$ cat config.mk
export PLATFORM = sky130hd
export DESIGN_NAME = ors_top
export DESIGN_NICKNAME = d
export VERILOG_FILES = /design/src/ors_pkg.sv /design/src/ors_top.sv /design/src/ors_shift.sv
export SDC_FILE = /design/constraint.sdc
export NUM_CORES = 1
export LEC_CHECK = 0
export BUFFER_PORTS_ARGS = -buffer_cell sky130_fd_sc_hd__buf_2
export CORE_ASPECT_RATIO = 0.7
export CORE_MARGIN = 2
export CORE_UTILIZATION = 54
export CTS_CLUSTER_SIZE = 20
export DETAILED_ROUTE_END_ITERATION = 10
export HOLD_SLACK_MARGIN = 0.1
export PLACE_DENSITY = 0.78
export RECOVER_POWER = 50
export SLEW_MARGIN = 20
export SYNTH_ARGS = -nofsm -noshare
export SYNTH_HDL_FRONTEND = slang
export SYNTH_SLANG_ARGS = --single-unit
$ cat constraint.sdc
create_clock -name pclk -period 1.9 [get_ports pclk]
set_input_delay 0.19 -clock pclk [delete_from_list [all_inputs] [get_ports pclk]]
set_output_delay 0.19 -clock pclk [all_outputs]
set_load 0.01 [all_outputs]
$ cat src/ors_pkg.sv
// Purpose: shared constants for the panel driver reset-state block
// Assumes: apb slave, 32-bit data, one word per register
// Notes: reset values of the display state live here
package ors_pkg;
  // register byte offsets
  localparam logic [7:0] OFF_CTRL = 8'h00;
  localparam logic [7:0] OFF_MUX = 8'h04;
  localparam logic [7:0] OFF_START = 8'h08;
  localparam logic [7:0] OFF_OFFSET = 8'h0C;
  localparam logic [7:0] OFF_COLADDR = 8'h10;
  localparam logic [7:0] OFF_MASTER = 8'h14;
  localparam logic [7:0] OFF_CONTRAST = 8'h18;
  localparam logic [7:0] OFF_SHIFT = 8'h1C;
  localparam logic [7:0] OFF_STATUS = 8'h20;
  // ctrl field positions
  localparam int CTRL_DISP_ON = 0;
  localparam int CTRL_SEG_REMAP = 1;
  localparam int CTRL_COM_REMAP = 2;
  localparam int CTRL_MODE_LO = 4;
  // reset values
  localparam logic [7:0] RST_MUX = 8'h40;
  localparam logic [7:0] RST_START = 8'h00;
  localparam logic [7:0] RST_OFFSET = 8'h00;
  localparam logic [7:0] RST_COLADDR = 8'h00;
  localparam logic [7:0] RST_MASTER = 8'h0F;
  localparam logic [7:0] RST_COLOUR = 8'h80;
  localparam logic [7:0] RST_SHIFT = 8'h00;
  localparam int NUM_COLOURS = 3;
  // display modes, normal is the a4 state
  typedef enum logic [1:0] {
    ORS_MODE_NORMAL,
    ORS_MODE_ALL_ON,
    ORS_MODE_ALL_OFF,
    ORS_MODE_INVERSE
  } ors_mode_e;
endpackage

$ cat src/ors_top.sv
// Purpose: display state registers of the panel driver with reset init
// Assumes: panel_reset_n synchronous to pclk, apb master keeps protocol
// Notes: supply ordering and waits are the host's duty, not checked here
`timescale 1ns/1ps
`default_nettype none
module ors_top (
  // apb clock and reset
  input wire logic pclk,
  input wire logic presetn,
  // apb slave
  input wire logic psel,
  input wire logic penable,
  input wire logic pwrite,
  input wire logic [31:0] paddr,
  input wire logic [31:0] pwdata,
  output logic [31:0] prdata,
  output logic pready,
  output logic pslverr,
  // panel reset and serial input
  input wire logic panel_reset_n,
  input wire logic sclk_en,
  input wire logic sdata,
  // display state
  output logic display_on,
  output logic [7:0] mux_ratio,
  output logic [7:0] start_line,
  output logic [1:0] disp_mode
);
  import ors_pkg::*;

  typedef struct packed {
    logic disp_on;
    logic seg_remap;
    logic com_remap;
    ors_mode_e mode;
    logic [7:0] mux;
    logic [7:0] start;
    logic [7:0] offset;
    logic [7:0] coladdr;
    logic [7:0] master;
    logic [NUM_COLOURS-1:0][7:0] colour;
    logic [31:0] rdata;
  } ors_st_s;

  ors_st_s st_reg, st_next;
  logic [7:0] shift_q;
  logic [2:0] bit_cnt;
  logic byte_done;
  logic [7:0] addr;
  logic access;
  logic [31:0] rd_mux;
  logic [23:0] colour_word;

  assign addr = paddr[7:0];
  // one access cycle per transfer, no wait states
  assign access = psel && penable;

  ors_shift u_shift (
    .pclk(pclk),
    .presetn(presetn),
    .clr(!panel_reset_n),
    .sclk_en(sclk_en),
    .sdata(sdata),
    .shift_q(shift_q),
    .bit_cnt(bit_cnt),
    .byte_done(byte_done)
  );

  // flatten colour contrasts for read-back
  genvar gi;
  generate
    for (gi = 0; gi < NUM_COLOURS; gi++) begin : g_col
      assign colour_word[gi*8 +: 8] = st_reg.colour[gi];
    end
  endgenerate

  // read mux, unmapped reads give zero and no error, pslverr is tied low
  always_comb begin
    rd_mux = 32'h0000_0000;
    case (addr)
      OFF_CTRL: begin
        rd_mux[CTRL_DISP_ON] = st_reg.disp_on;
        rd_mux[CTRL_SEG_REMAP] = st_reg.seg_remap;
        rd_mux[CTRL_COM_REMAP] = st_reg.com_remap;
        rd_mux[CTRL_MODE_LO +: 2] = st_reg.mode;
      end
      OFF_MUX: rd_mux[7:0] = st_reg.mux;
      OFF_START: rd_mux[7:0] = st_reg.start;
      OFF_OFFSET: rd_mux[7:0] = st_reg.offset;
      OFF_COLADDR: rd_mux[7:0] = st_reg.coladdr;
      OFF_MASTER: rd_mux[7:0] = st_reg.master;
      OFF_CONTRAST: rd_mux[23:0] = colour_word;
      OFF_SHIFT: rd_mux[7:0] = shift_q;
      OFF_STATUS: rd_mux[3:0] = {panel_reset_n, bit_cnt};
      default: rd_mux = 32'h0000_0000;
    endcase
  end

  // next state: panel reset overrides any write
  always_comb begin
    st_next = st_reg;
    if (!panel_reset_n) begin
      st_next.disp_on = 1'b0;
      st_next.mux = RST_MUX;
      st_next.start = RST_START;
      st_next.offset = RST_OFFSET;
      st_next.seg_remap = 1'b0;
      st_next.com_remap = 1'b0;
      st_next.coladdr = RST_COLADDR;
      st_next.master = RST_MASTER;
      for (int i = 0; i < NUM_COLOURS; i++) begin
        st_next.colour[i] = RST_COLOUR;
      end
      st_next.mode = ORS_MODE_NORMAL;
    end else if (access && pwrite) begin
      // a byte finishing under a write still counts, a coladdr write wins
      if (byte_done) begin
        st_next.coladdr = st_reg.coladdr + 8'd1;
      end
      case (addr)
        OFF_CTRL: begin
          st_next.disp_on = pwdata[CTRL_DISP_ON];
          st_next.seg_remap = pwdata[CTRL_SEG_REMAP];
          st_next.com_remap = pwdata[CTRL_COM_REMAP];
          st_next.mode = ors_mode_e'(pwdata[CTRL_MODE_LO +: 2]);
        end
        OFF_MUX: st_next.mux = pwdata[7:0];
        OFF_START: st_next.start = pwdata[7:0];
        OFF_OFFSET: st_next.offset = pwdata[7:0];
        OFF_COLADDR: st_next.coladdr = pwdata[7:0];
        OFF_MASTER: st_next.master = pwdata[7:0];
        OFF_CONTRAST: begin
          for (int i = 0; i < NUM_COLOURS; i++) begin
            st_next.colour[i] = pwdata[i*8 +: 8];
          end
        end
        // unmapped and read-only offsets ignore writes
        default: ;
      endcase
    end else if (byte_done) begin
      // each received byte advances the column counter
      st_next.coladdr = st_reg.coladdr + 8'd1;
    end
    // load in setup so data stands when pready is sampled; one cycle old
    if (psel && !penable && !pwrite) begin
      st_next.rdata = rd_mux;
    end
  end

  // state register, async reset to documented defaults
  always_ff @(posedge pclk or negedge presetn) begin
    if (!presetn) begin
      st_reg <= '{disp_on: 1'b0, seg_remap: 1'b0, com_remap: 1'b0,
                  mode: ORS_MODE_NORMAL, mux: RST_MUX, start: RST_START,
                  offset: RST_OFFSET, coladdr: RST_COLADDR, master: RST_MASTER,
                  colour: {NUM_COLOURS{RST_COLOUR}}, rdata: 32'h0000_0000};
    end else begin
      st_reg <= st_next;
    end
  end

  // zero wait states; read data was loaded at the setup edge
  assign pready = 1'b1;
  assign prdata = st_reg.rdata;
  assign pslverr = 1'b0;
  assign display_on = st_reg.disp_on;
  assign mux_ratio = st_reg.mux;
  assign start_line = st_reg.start;
  assign disp_mode = st_reg.mode;

  // off and 64 rows after reset
  reset_off_a: assert property (@(posedge pclk) disable iff (!presetn)
    !panel_reset_n |=> !display_on && mux_ratio == 8'h40) else $error("display not off");
  start_zero_a: assert property (@(posedge pclk) disable iff (!presetn)
    !panel_reset_n |=> start_line == 8'h00) else $error("start line not zero");
  offset_zero_a: assert property (@(posedge pclk) disable iff (!presetn)
    !panel_reset_n |=> st_reg.offset == 8'h00) else $error("offset not zero");
  map_plain_a: assert property (@(posedge pclk) disable iff (!presetn)
    !panel_reset_n |=> !st_reg.seg_remap && !st_reg.com_remap) else $error("remap set");
  col_zero_a: assert property (@(posedge pclk) disable iff (!presetn)
    !panel_reset_n |=> st_reg.coladdr == 8'h00) else $error("column not zero");
  master_init_a: assert property (@(posedge pclk) disable iff (!presetn)
    !panel_reset_n |=> st_reg.master == 8'h0F) else $error("master contrast wrong");
  colour_init_a: assert property (@(posedge pclk) disable iff (!presetn)
    !panel_reset_n |=> colour_word == 24'h80_8080) else $error("colour contrast wrong");
  shift_clear_a: assert property (@(posedge pclk) disable iff (!presetn)
    !panel_reset_n |=> bit_cnt == 3'd0 && shift_q == 8'h00) else $error("shift not clear");
  mode_normal_a: assert property (@(posedge pclk) disable iff (!presetn)
    !panel_reset_n |=> disp_mode == 2'd0) else $error("mode not normal");
  col_step_a: assert property (@(posedge pclk) disable iff (!presetn)
    panel_reset_n && byte_done && !(access && pwrite && addr == OFF_COLADDR)
    |=> st_reg.coladdr == 8'($past(st_reg.coladdr) + 8'd1)) else $error("column not advanced");
endmodule
`default_nettype wire

$ cat src/ors_shift.sv
// Purpose: serial input shift register with byte assembly
// Assumes: sclk_en is a one-cycle sample pulse in pclk domain
// Notes: cleared by panel reset, partial bits never survive
`timescale 1ns/1ps
`default_nettype none
module ors_shift (
  // clock and resets
  input wire logic pclk,
  input wire logic presetn,
  input wire logic clr,
  // serial input
  input wire logic sclk_en,
  input wire logic sdata,
  // byte output
  output logic [7:0] shift_q,
  output logic [2:0] bit_cnt,
  output logic byte_done
);
  import ors_pkg::*;
  typedef struct packed {
    logic [7:0] sh;
    logic [2:0] cnt;
    logic done;
  } ors_sh_s;
  ors_sh_s st_reg, st_next;

  // shift msb first, flag each full byte
  always_comb begin
    st_next = st_reg;
    st_next.done = 1'b0;
    if (clr) begin
      // partial bits dropped on reset
      st_next.sh = RST_SHIFT;
      st_next.cnt = 3'd0;
    end else if (sclk_en) begin
      st_next.sh = {st_reg.sh[6:0], sdata};
      st_next.cnt = st_reg.cnt + 3'd1;
      st_next.done = (st_reg.cnt == 3'd7);
    end
  end

  always_ff @(posedge pclk or negedge presetn) begin
    if (!presetn) begin
      st_reg <= '{sh: 8'h00, cnt: 3'd0, done: 1'b0};
    end else begin
      st_reg <= st_next;
    end
  end

  assign shift_q = st_reg.sh;
  assign bit_cnt = st_reg.cnt;
  assign byte_done = st_reg.done;
endmodule
`default_nettype wire

## Word-level counts from Yosys, hierarchy flattened

Index checks and enable logic that the tools add are counted.

- Output and inout port bits: 53
- Input bits: 72
- Register bits after elaboration: 105

- Equality and inequality tests: 17
- Reduce and logical (&&, ||, !) cells: 13
- Add/subtract/negate cells: 2
- Mux-type cells: 20

Operators with widths:

| operator | count |
|---|---|
| $mux 69 | 1 |
| $mux 8 | 7 |
| $eq 8x5->1 const B | 4 |
| $mux 32 | 1 |
| $mux 29 | 1 |
| $pmux 3 s9 | 1 |
| $mux 24 | 1 |
| $eq 8x4->1 const B | 2 |
| $mux 16 | 1 |
| $ne 2x1->1 const B | 8 |
| $pmux 2 s8 | 1 |
| $pmux 2 s7 | 1 |
| $mux 12 | 1 |
| $reduce_and 2->1 | 6 |
| $mux 11 | 1 |
| $add 8x1->8 const B | 1 |
| $eq 8x3->1 const B | 1 |
| $eq 8x6->1 const B | 1 |
| $logic_not 8->1 | 1 |
| $pmux 1 s8 | 1 |
| $mux 5 | 1 |
| $logic_and 1x1->1 | 4 |
| $add 3x1->3 const B | 1 |
| $eq 3x3->1 const B | 1 |
| 2 further kinds | 3 |

## Depth between registers and ports, before layout

Gate-level depths: netlist (run 1).

- Depth in word-level cells: 5
- Depth in mapped cells: 7
- Depth with buffers taken out: 5

## By module

From an unflattened synthesis (run 1), not the netlist that was laid out.

- Cell total of the unflattened synthesis: 503
- Area total of the unflattened synthesis: 5489.0 um^2

By module, submodules not included:

| module | cells an instance | area an instance (um^2) | times used | sequential area each (um^2) |
|---|---|---|---|---|
| ors_top | 463 | 4989.8 | 1 | 2337.2 |
| ors_shift | 40 | 499.2 | 1 | 300.3 |

## Least setup slack after synthesis (run 1)

No wires, ideal clock.

- Kind: in2reg
- Start: input port paddr[4]
- End: register st_reg[72] (netlist bit)
- Required time: 1.768 ns
- Setup slack: 0.090 ns
- Cell stages on the path: 5
- Arrival time: 1.678 ns
- Path buffers: 1
- Cell sequence: buf_2 or4_4 nor4_4 mux2i_1 nor2_1

- Cells in the longest elaborated chain, start to end: 3

RTL lines:

| item | RTL line | text |
|---|---|---|
| from (decl) | ors_top.sv:14 | `input wire logic [31:0] paddr,` |
| $eq 8x4->1 | ors_top.sv:120 | `case (addr)` |
| $ne 2x1->1 (no line) | - |  |
| $reduce_and 2->1 (no line) | - |  |
| to (signal assigned) | ors_top.sv:153 | `st_reg <= '{disp_on: 1'b0, seg_remap: 1'b0, com_remap: 1'b0,` |
| to (signal assigned) | ors_top.sv:158 | `st_reg <= st_next;` |
| to (decl) | ors_top.sv:45 | `ors_st_s st_reg, st_next;` |

Every way passes these cells.
A chain may end at the register's enable or synchronous reset.

## Worst setup path after layout (run 1)

- Start: register st_reg, in the netlist disp_mode[1]
- End: register st_reg, in the netlist prdata[5]

- Cells in the longest elaborated chain, start to end: 1

RTL lines:

| item | RTL line | text |
|---|---|---|
| $pmux 2 s8 | ors_top.sv:80 | `case (addr)` |

Every way passes these cells.

==> summary.md, run 1 <==
| Metric | Value |
|---|---|
| Post-place instance area | 5740 um2 |
| Fin nets | 635 |
| CTS tree | done |
| Min Tclk post-route | 1.73 ns |
| Sink Count | 105 |
| Reg2Reg Depth | 4 |
| Placer congestion estimate | 0.974 |
| Vias in the first global route | 3901 |
| CP endpoint kind | flip-flop |
| Worst slew margin | 0.000746 |
| WP data required | 2.11 ns |
| Final ANT Viol Nets | 0 |
| Largest family of logic cells by synthesized area | multiplexers |
| Total gr overflow | 0 |
| Cell Area, Synth | 5400 um2 |
| Row count | 30 |
| Synthesized area per cell | 10.8 um2 |
| Post-synth ARST share | 1.00 |
| Die Width | 123 um |
| First-pass iteration count of the detailed router | 5 |
| Cell leakage power | 3.26 nW |
| Reg clk slew, reported paths | 0.07 ns |
| Unrepaired setup endpoints after global routing | false |
| Fmax | 578 MHz |
| First-pass GRT wire length | 21400 um |
| Synth cell types | 45 |
| Violation count after the first detailed-route iteration | 330 |
| Final cell count without fillers | 693 |
| Commonest non-fill, non-tap cells in the layout | 97 x dfrtp_1, 74 x nor2_1, 72 x mux2i_1 |
| Die ar. | 10800 um2 |
| Synth Area in Compound Gates | 0.0832 |
| Die height | 87.6 um |
| Final setup fails | 0 |
| Hold Path Stages | 3 |
| Ports | 125 |
| # resized after CTS | 0 |
| Yosys reg bits | 105 |
| Pin slew with the least headroom to its limit | 1.50 ns |
| DR vias | 4063 |
| Pin count of the biggest net entering global routing | 72 |
| Critical Path AT | 1.94 ns |
| EDFF count, synth | 0 |
| Layout area overhead | 14.4% |
| DR DRC count | 0 |
| Layout cell share with drive strength beyond 1 | 0.255 |
| Adder-cell share of the synthesized area | 0.00696 |
| CTS Buf Count | 9 |
| Initial antenna violation count | 0 |
| Final Skew | 0.00389 ns |
| Post-synthesis mux area share | 0.167 |
| Kind of critical path | reg2reg |
| Drt total wl | 13500 um |
| Core box area | 9720 um2 |
| Max reg flops | 26 |
| Startpoint types | flip-flop |
| Xor and xnor area share after synthesis | 0.0146 |
| Synth Area in Simple Gates | 0.138 |
| Vias/cell | 5.86 |
| Hold Violations, Final | 0 |
| Most common cell after layout, fill and taps aside | dfrtp_1 |
| Dpl hpwl | 9850 um |
| Post-Syn Instances | 501 |
| Setup Total Neg Slack | 0 ns |
| Gr usage total | 0.266 |
| Failing checks | max-capacitance violations |
| Worst-skew pair later-pin latency | 0.34 ns |
| Worst setup margin | 0.169 ns |
| Max Root-Sink Buffers | 2 |
| Post-synth top flop | dfrtp_1 |
| Root Buffer | clkbuf_16 |
| Status | finished with violations |
| Sequential fraction of the synthesis area | 0.489 |
| H-tree levels | 3 |
| Min-delay worst type | in2reg |
| Routed len/inst | 19.6 um |
| Final Cell Area | 6170 um2 |
| Tot Pwr | 4.68 mW |
| Antenna Cells | 0 |
| Place WS | 0.0343 ns |
| Final worst-path cycle share | 0.911 |
| Post-CTS setup buffers | 0 |
| Synth warnings | 0 |
| Port Buf Inserts | 82 |
| Peak VDD IR | 0.500 mV |
| Initial Util | 0.555 |
| Slew Limit Fails | 0 |
| PD cells | 758 nW/um2 |
| Placed cell count | 665 |
| CP max FO | 3 |
| Max Cap Violations | 1 |
## cell families (layout without fill, tap and decap cells)
family / Yosys count / in the layout
other: 2 / 10
DFF: 105 / 105
AOI/OAI and AO/OA: 58 / 58
and+or+nand+nor: 154 / 154
buffers and inverters: 87 / 143
adders and majority gates: 3 / 3
muxes: 83 / 83
xor gates and xnor gates: 9 / 9
## through the flow
stage                      util  hold slack, ns
final                     0.635           0.109
after global routing      0.635           0.102
after CTS                 0.638           0.104
after detailed placement  0.590          0.0821
after global placement    0.590          0.0789
after floorplan               -          -0.106
## critical path, cell delays in order (launching register included)
cell and delay [ns]:
dfrtp_1 0.41, mux4_2 0.49, and3_1 0.23, a221oi_1 0.34, o21ai_0 0.14
## what timing repair did
action                                  in CTS  in global routing
endpoints found under the hold margin      110                  0
endpoints found under the setup margin       0                  0
hold buffers                                12                  0
## path summary, 6_finish.rpt
path                                               end                      from  slack [ns]
setup / recovery                 prdata[5]$_DFFE_PN0P_  disp_mode[1]$_DFFE_PN0P_        0.17
setup reg to reg                 prdata[5]$_DFFE_PN0P_  disp_mode[1]$_DFFE_PN0P_        0.17
min in group asynchronous   colour_word[6]$_DFFE_PN0P_                   presetn        0.56
max in group asynchronous       st_reg[56]$_DFFE_PN1P_                   presetn        0.35
hold / removal             colour_word[13]$_DFFE_PN0P_                pwdata[13]        0.11
hold reg to reg                  prdata[2]$_DFFE_PN0P_     prdata[2]$_DFFE_PN0P_        0.49
## synthesized netlist by cell type (2+ instances only)
master	count	area (um2)
ha_1	3	37.5
nor2_1	74	278
nand2_1	25	93.8
buf_4	52	390
dfrtp_1	97	2430
and3_1	8	50.1
nand4_1	4	25.0
clkbuf_1	24	90.1
xor2_1	3	26.3
a221oi_1	4	35.0
nor3_1	5	25.0
conb_1	2	7.51
a22oi_1	4	30.0
o21ai_0	6	30.0
nand3_1	16	80.1
mux2_2	6	67.6
nor4_1	4	25.0
or3_1	3	18.8
nor2b_1	2	12.5
a211oi_1	9	67.6
mux4_2	5	113
mux2i_1	72	721
nor4b_1	2	17.5
a22o_1	24	210
or4_1	2	15.0
buf_2	7	35.0
a21oi_1	6	30.0
xnor2_1	6	52.6
dfstp_2	8	210
nand4_2	3	37.5
## layer usage
metal  global-route usage  vias up  wire length, um  share of wire
li1                     -     1832                -              -
met1                0.398     2033             6260           0.46
met2                0.404      181             6120           0.45
met3               0.0514       17             1030          0.076
met4               0.0610        0              152          0.011
met5                    0        -                0              0
## layout make-up
class,instances,area [um2]
clock inverter,7,119
inverter,2,7.51
timing repair buffer,125,773
tap,128,160
multi-input combinational,317,2250
clock buffer,9,225
fill,780,3550
sequential,105,2640
## report_power, final
group | internal, mW | leakage [nW] | total [mW] | switching [mW]
registers | 2.24 | 1.44 | 2.25 | 0.00726
logic | 0.114 | 1.66 | 0.328 | 0.214
clock network | 1.29 | 0.162 | 2.10 | 0.813
Power figures use the tool's default switching activity.
==> run 2, diff against run 1 <==
BUFFER_PORTS_ARGS = -buffer_cell sky130_fd_sc_hd__buf_4   (was -buffer_cell sky130_fd_sc_hd__buf_2)
clock period = 1.78 ns   (was 1.9 ns; I/O delays follow)
==> run 2 against run 1 <==
  * The flow now finishes without violations
  * Global-route usage up 1.6 points
  * Total power up 9.2%
  * Sequential share of layout area down 1.8 points
  * Register-to-register slack worse by 0.13 ns
  * Core utilization up 2.8 points
  * Clock-buffer cell count up 2
  * First-iteration DRC count up 37%
  * Non-clock buffer count up 13
  * Flip-flop and latch count unchanged
  * Combinational power up 23%
  * Sequential power up 7%
  * Clock power up 9.5%
  * Critical path type is now in2reg
  * Largest power group unchanged
  * Highest routed layer unchanged
==> summary.md, run 2 (synthesis gave the netlist of run 1 again) <==
| Metric | Value |
|---|---|
| Antenna Cells | 0 |
| Pin slew with the least headroom to its limit | 0.779 ns |
| Critical Path AT | 2.03 ns |
| Pin count of the biggest net entering global routing | 72 |
| Row count | 30 |
| Most common cell after layout, fill and taps aside | dfrtp_1 |
| Reg clk slew, reported paths | 0.07 ns |
| Initial antenna violation count | 0 |
| Commonest non-fill, non-tap cells in the layout | 97 x dfrtp_1, 86 x buf_4, 74 x nor2_1 |
| Die Width | 123 um |
| Peak VDD IR | 0.600 mV |
| Final worst-path cycle share | 0.987 |
| Post-CTS setup buffers | 0 |
| First-pass GRT wire length | 22600 um |
| Final ANT Viol Nets | 0 |
| Vias in the first global route | 4110 |
| Violation count after the first detailed-route iteration | 453 |
| Cell leakage power | 3.30 nW |
| Layout area overhead | 19.4% |
| CP endpoint kind | flip-flop |
| Startpoint types | primary input |
| Tot Pwr | 5.11 mW |
| Total gr overflow | 0 |
| Place WS | -0.0734 ns |
| Routed len/inst | 20.4 um |
| Vias/cell | 5.95 |
| Final cell count without fillers | 706 |
| Layout cell share with drive strength beyond 1 | 0.239 |
| Root Buffer | clkbuf_16 |
| Max Cap Violations | 0 |
| Drt total wl | 14400 um |
| Die height | 87.6 um |
| Dpl hpwl | 9790 um |
| Min-delay worst type | in2reg |
| CTS tree | done |
| Die ar. | 10800 um2 |
| Post-place instance area | 6010 um2 |
| DR DRC count | 0 |
| CP max FO | 11 |
| Hold Violations, Final | 0 |
| Worst setup margin | 0.0237 ns |
| First-pass iteration count of the detailed router | 7 |
| Final Cell Area | 6440 um2 |
| Layout Utilization | 0.663 |
| Status | finished, final reports clean |
| Ports | 125 |
| DR vias | 4202 |
| Slew Limit Fails | 0 |
| Placed cell count | 671 |
| Gr usage total | 0.282 |
| Sink Count | 105 |
| Unrepaired setup endpoints after global routing | false |
| Placer congestion estimate | 0.981 |
| Fin nets | 648 |
| Worst slew margin | 0.481 |
| Initial Util | 0.555 |
| Final setup fails | 0 |
| CTS Buf Count | 9 |
| Min Tclk post-route | 1.76 ns |
| Final Skew | 0.00467 ns |
| WP data required | 2.05 ns |
| Max reg flops | 26 |
| Worst-skew pair later-pin latency | 0.35 ns |
| Core box area | 9720 um2 |
| Max Root-Sink Buffers | 2 |
| Kind of critical path | in2reg |
| PD cells | 793 nW/um2 |
| Fmax | 569 MHz |
| Port Buf Inserts | 82 |
| H-tree levels | 3 |
-- run 2: final cells by class --
cell class	instances	area, um2
clock buffer	11	243
clock inverter	5	103
fill	731	3280
inverter	2	7.51
multi-input combinational	317	2260
sequential	105	2640
tap	128	160
timing repair buffer	138	1030
-- run 2: critical path, stage by stage --
cell           delay [ns]
dlygate4sd3_1        0.54
buf_4                0.22
inv_2                0.06
or4_1                0.54
a2111o_1             0.39
o211ai_1             0.10
-- run 2: worst paths after layout --
kind | cells past startpoint | startpoint | endpoint | slack, ns
max reg2reg | 5 | u_shift.shift_q[4]$_DFFE_PN0P_ | prdata[4]$_DFFE_PN0P_ | 0.04
max | 6 | panel_reset_n | prdata[3]$_DFFE_PN0P_ | 0.02
min in group asynchronous | 2 | presetn | st_reg[64]$_DFF_PN0_ | 0.44
max in group asynchronous | 3 | presetn | colour_word[15]$_DFFE_PN1P_ | 0.33
min reg2reg | 2 | prdata[5]$_DFFE_PN0P_ | prdata[5]$_DFFE_PN0P_ | 0.48
min | 3 | pwdata[2] | st_reg[58]$_DFFE_PN1P_ | 0.14
-- run 2: through the flow --
step | setup TNS [ns] | hold WS (ns)
after global routing | 0 | 0.135
after detailed placement | -0.555 | 0.142
after global placement | -0.0800 | 0.133
after CTS | 0 | 0.126
after floorplan | 0 | -0.118
final | 0 | 0.136
-- run 2: per-layer routing --
layer / vias to the layer above / wire [um] / track usage
met4: 0 / 357 / 0.0909
li1: 1841 / - / -
met3: 39 / 1200 / 0.0690
met2: 204 / 6700 / 0.432
met1: 2118 / 6140 / 0.398
met5: - / 0 / 0
-- run 2: timing repair --
action,4_1_cts,5_1_grt
pin swaps,0,1
gates resized for setup,1,0
hold endpoints to repair,49,0
endpoints found under the setup margin,1,1
hold buffers,19,0
-- run 2: where the power goes --
| group | internal [mW] | switching (mW) |
|---|---|---|
| Sequential | 2.39 | 0.00773 |
| Clock | 1.41 | 0.891 |
| Combinational | 0.165 | 0.238 |
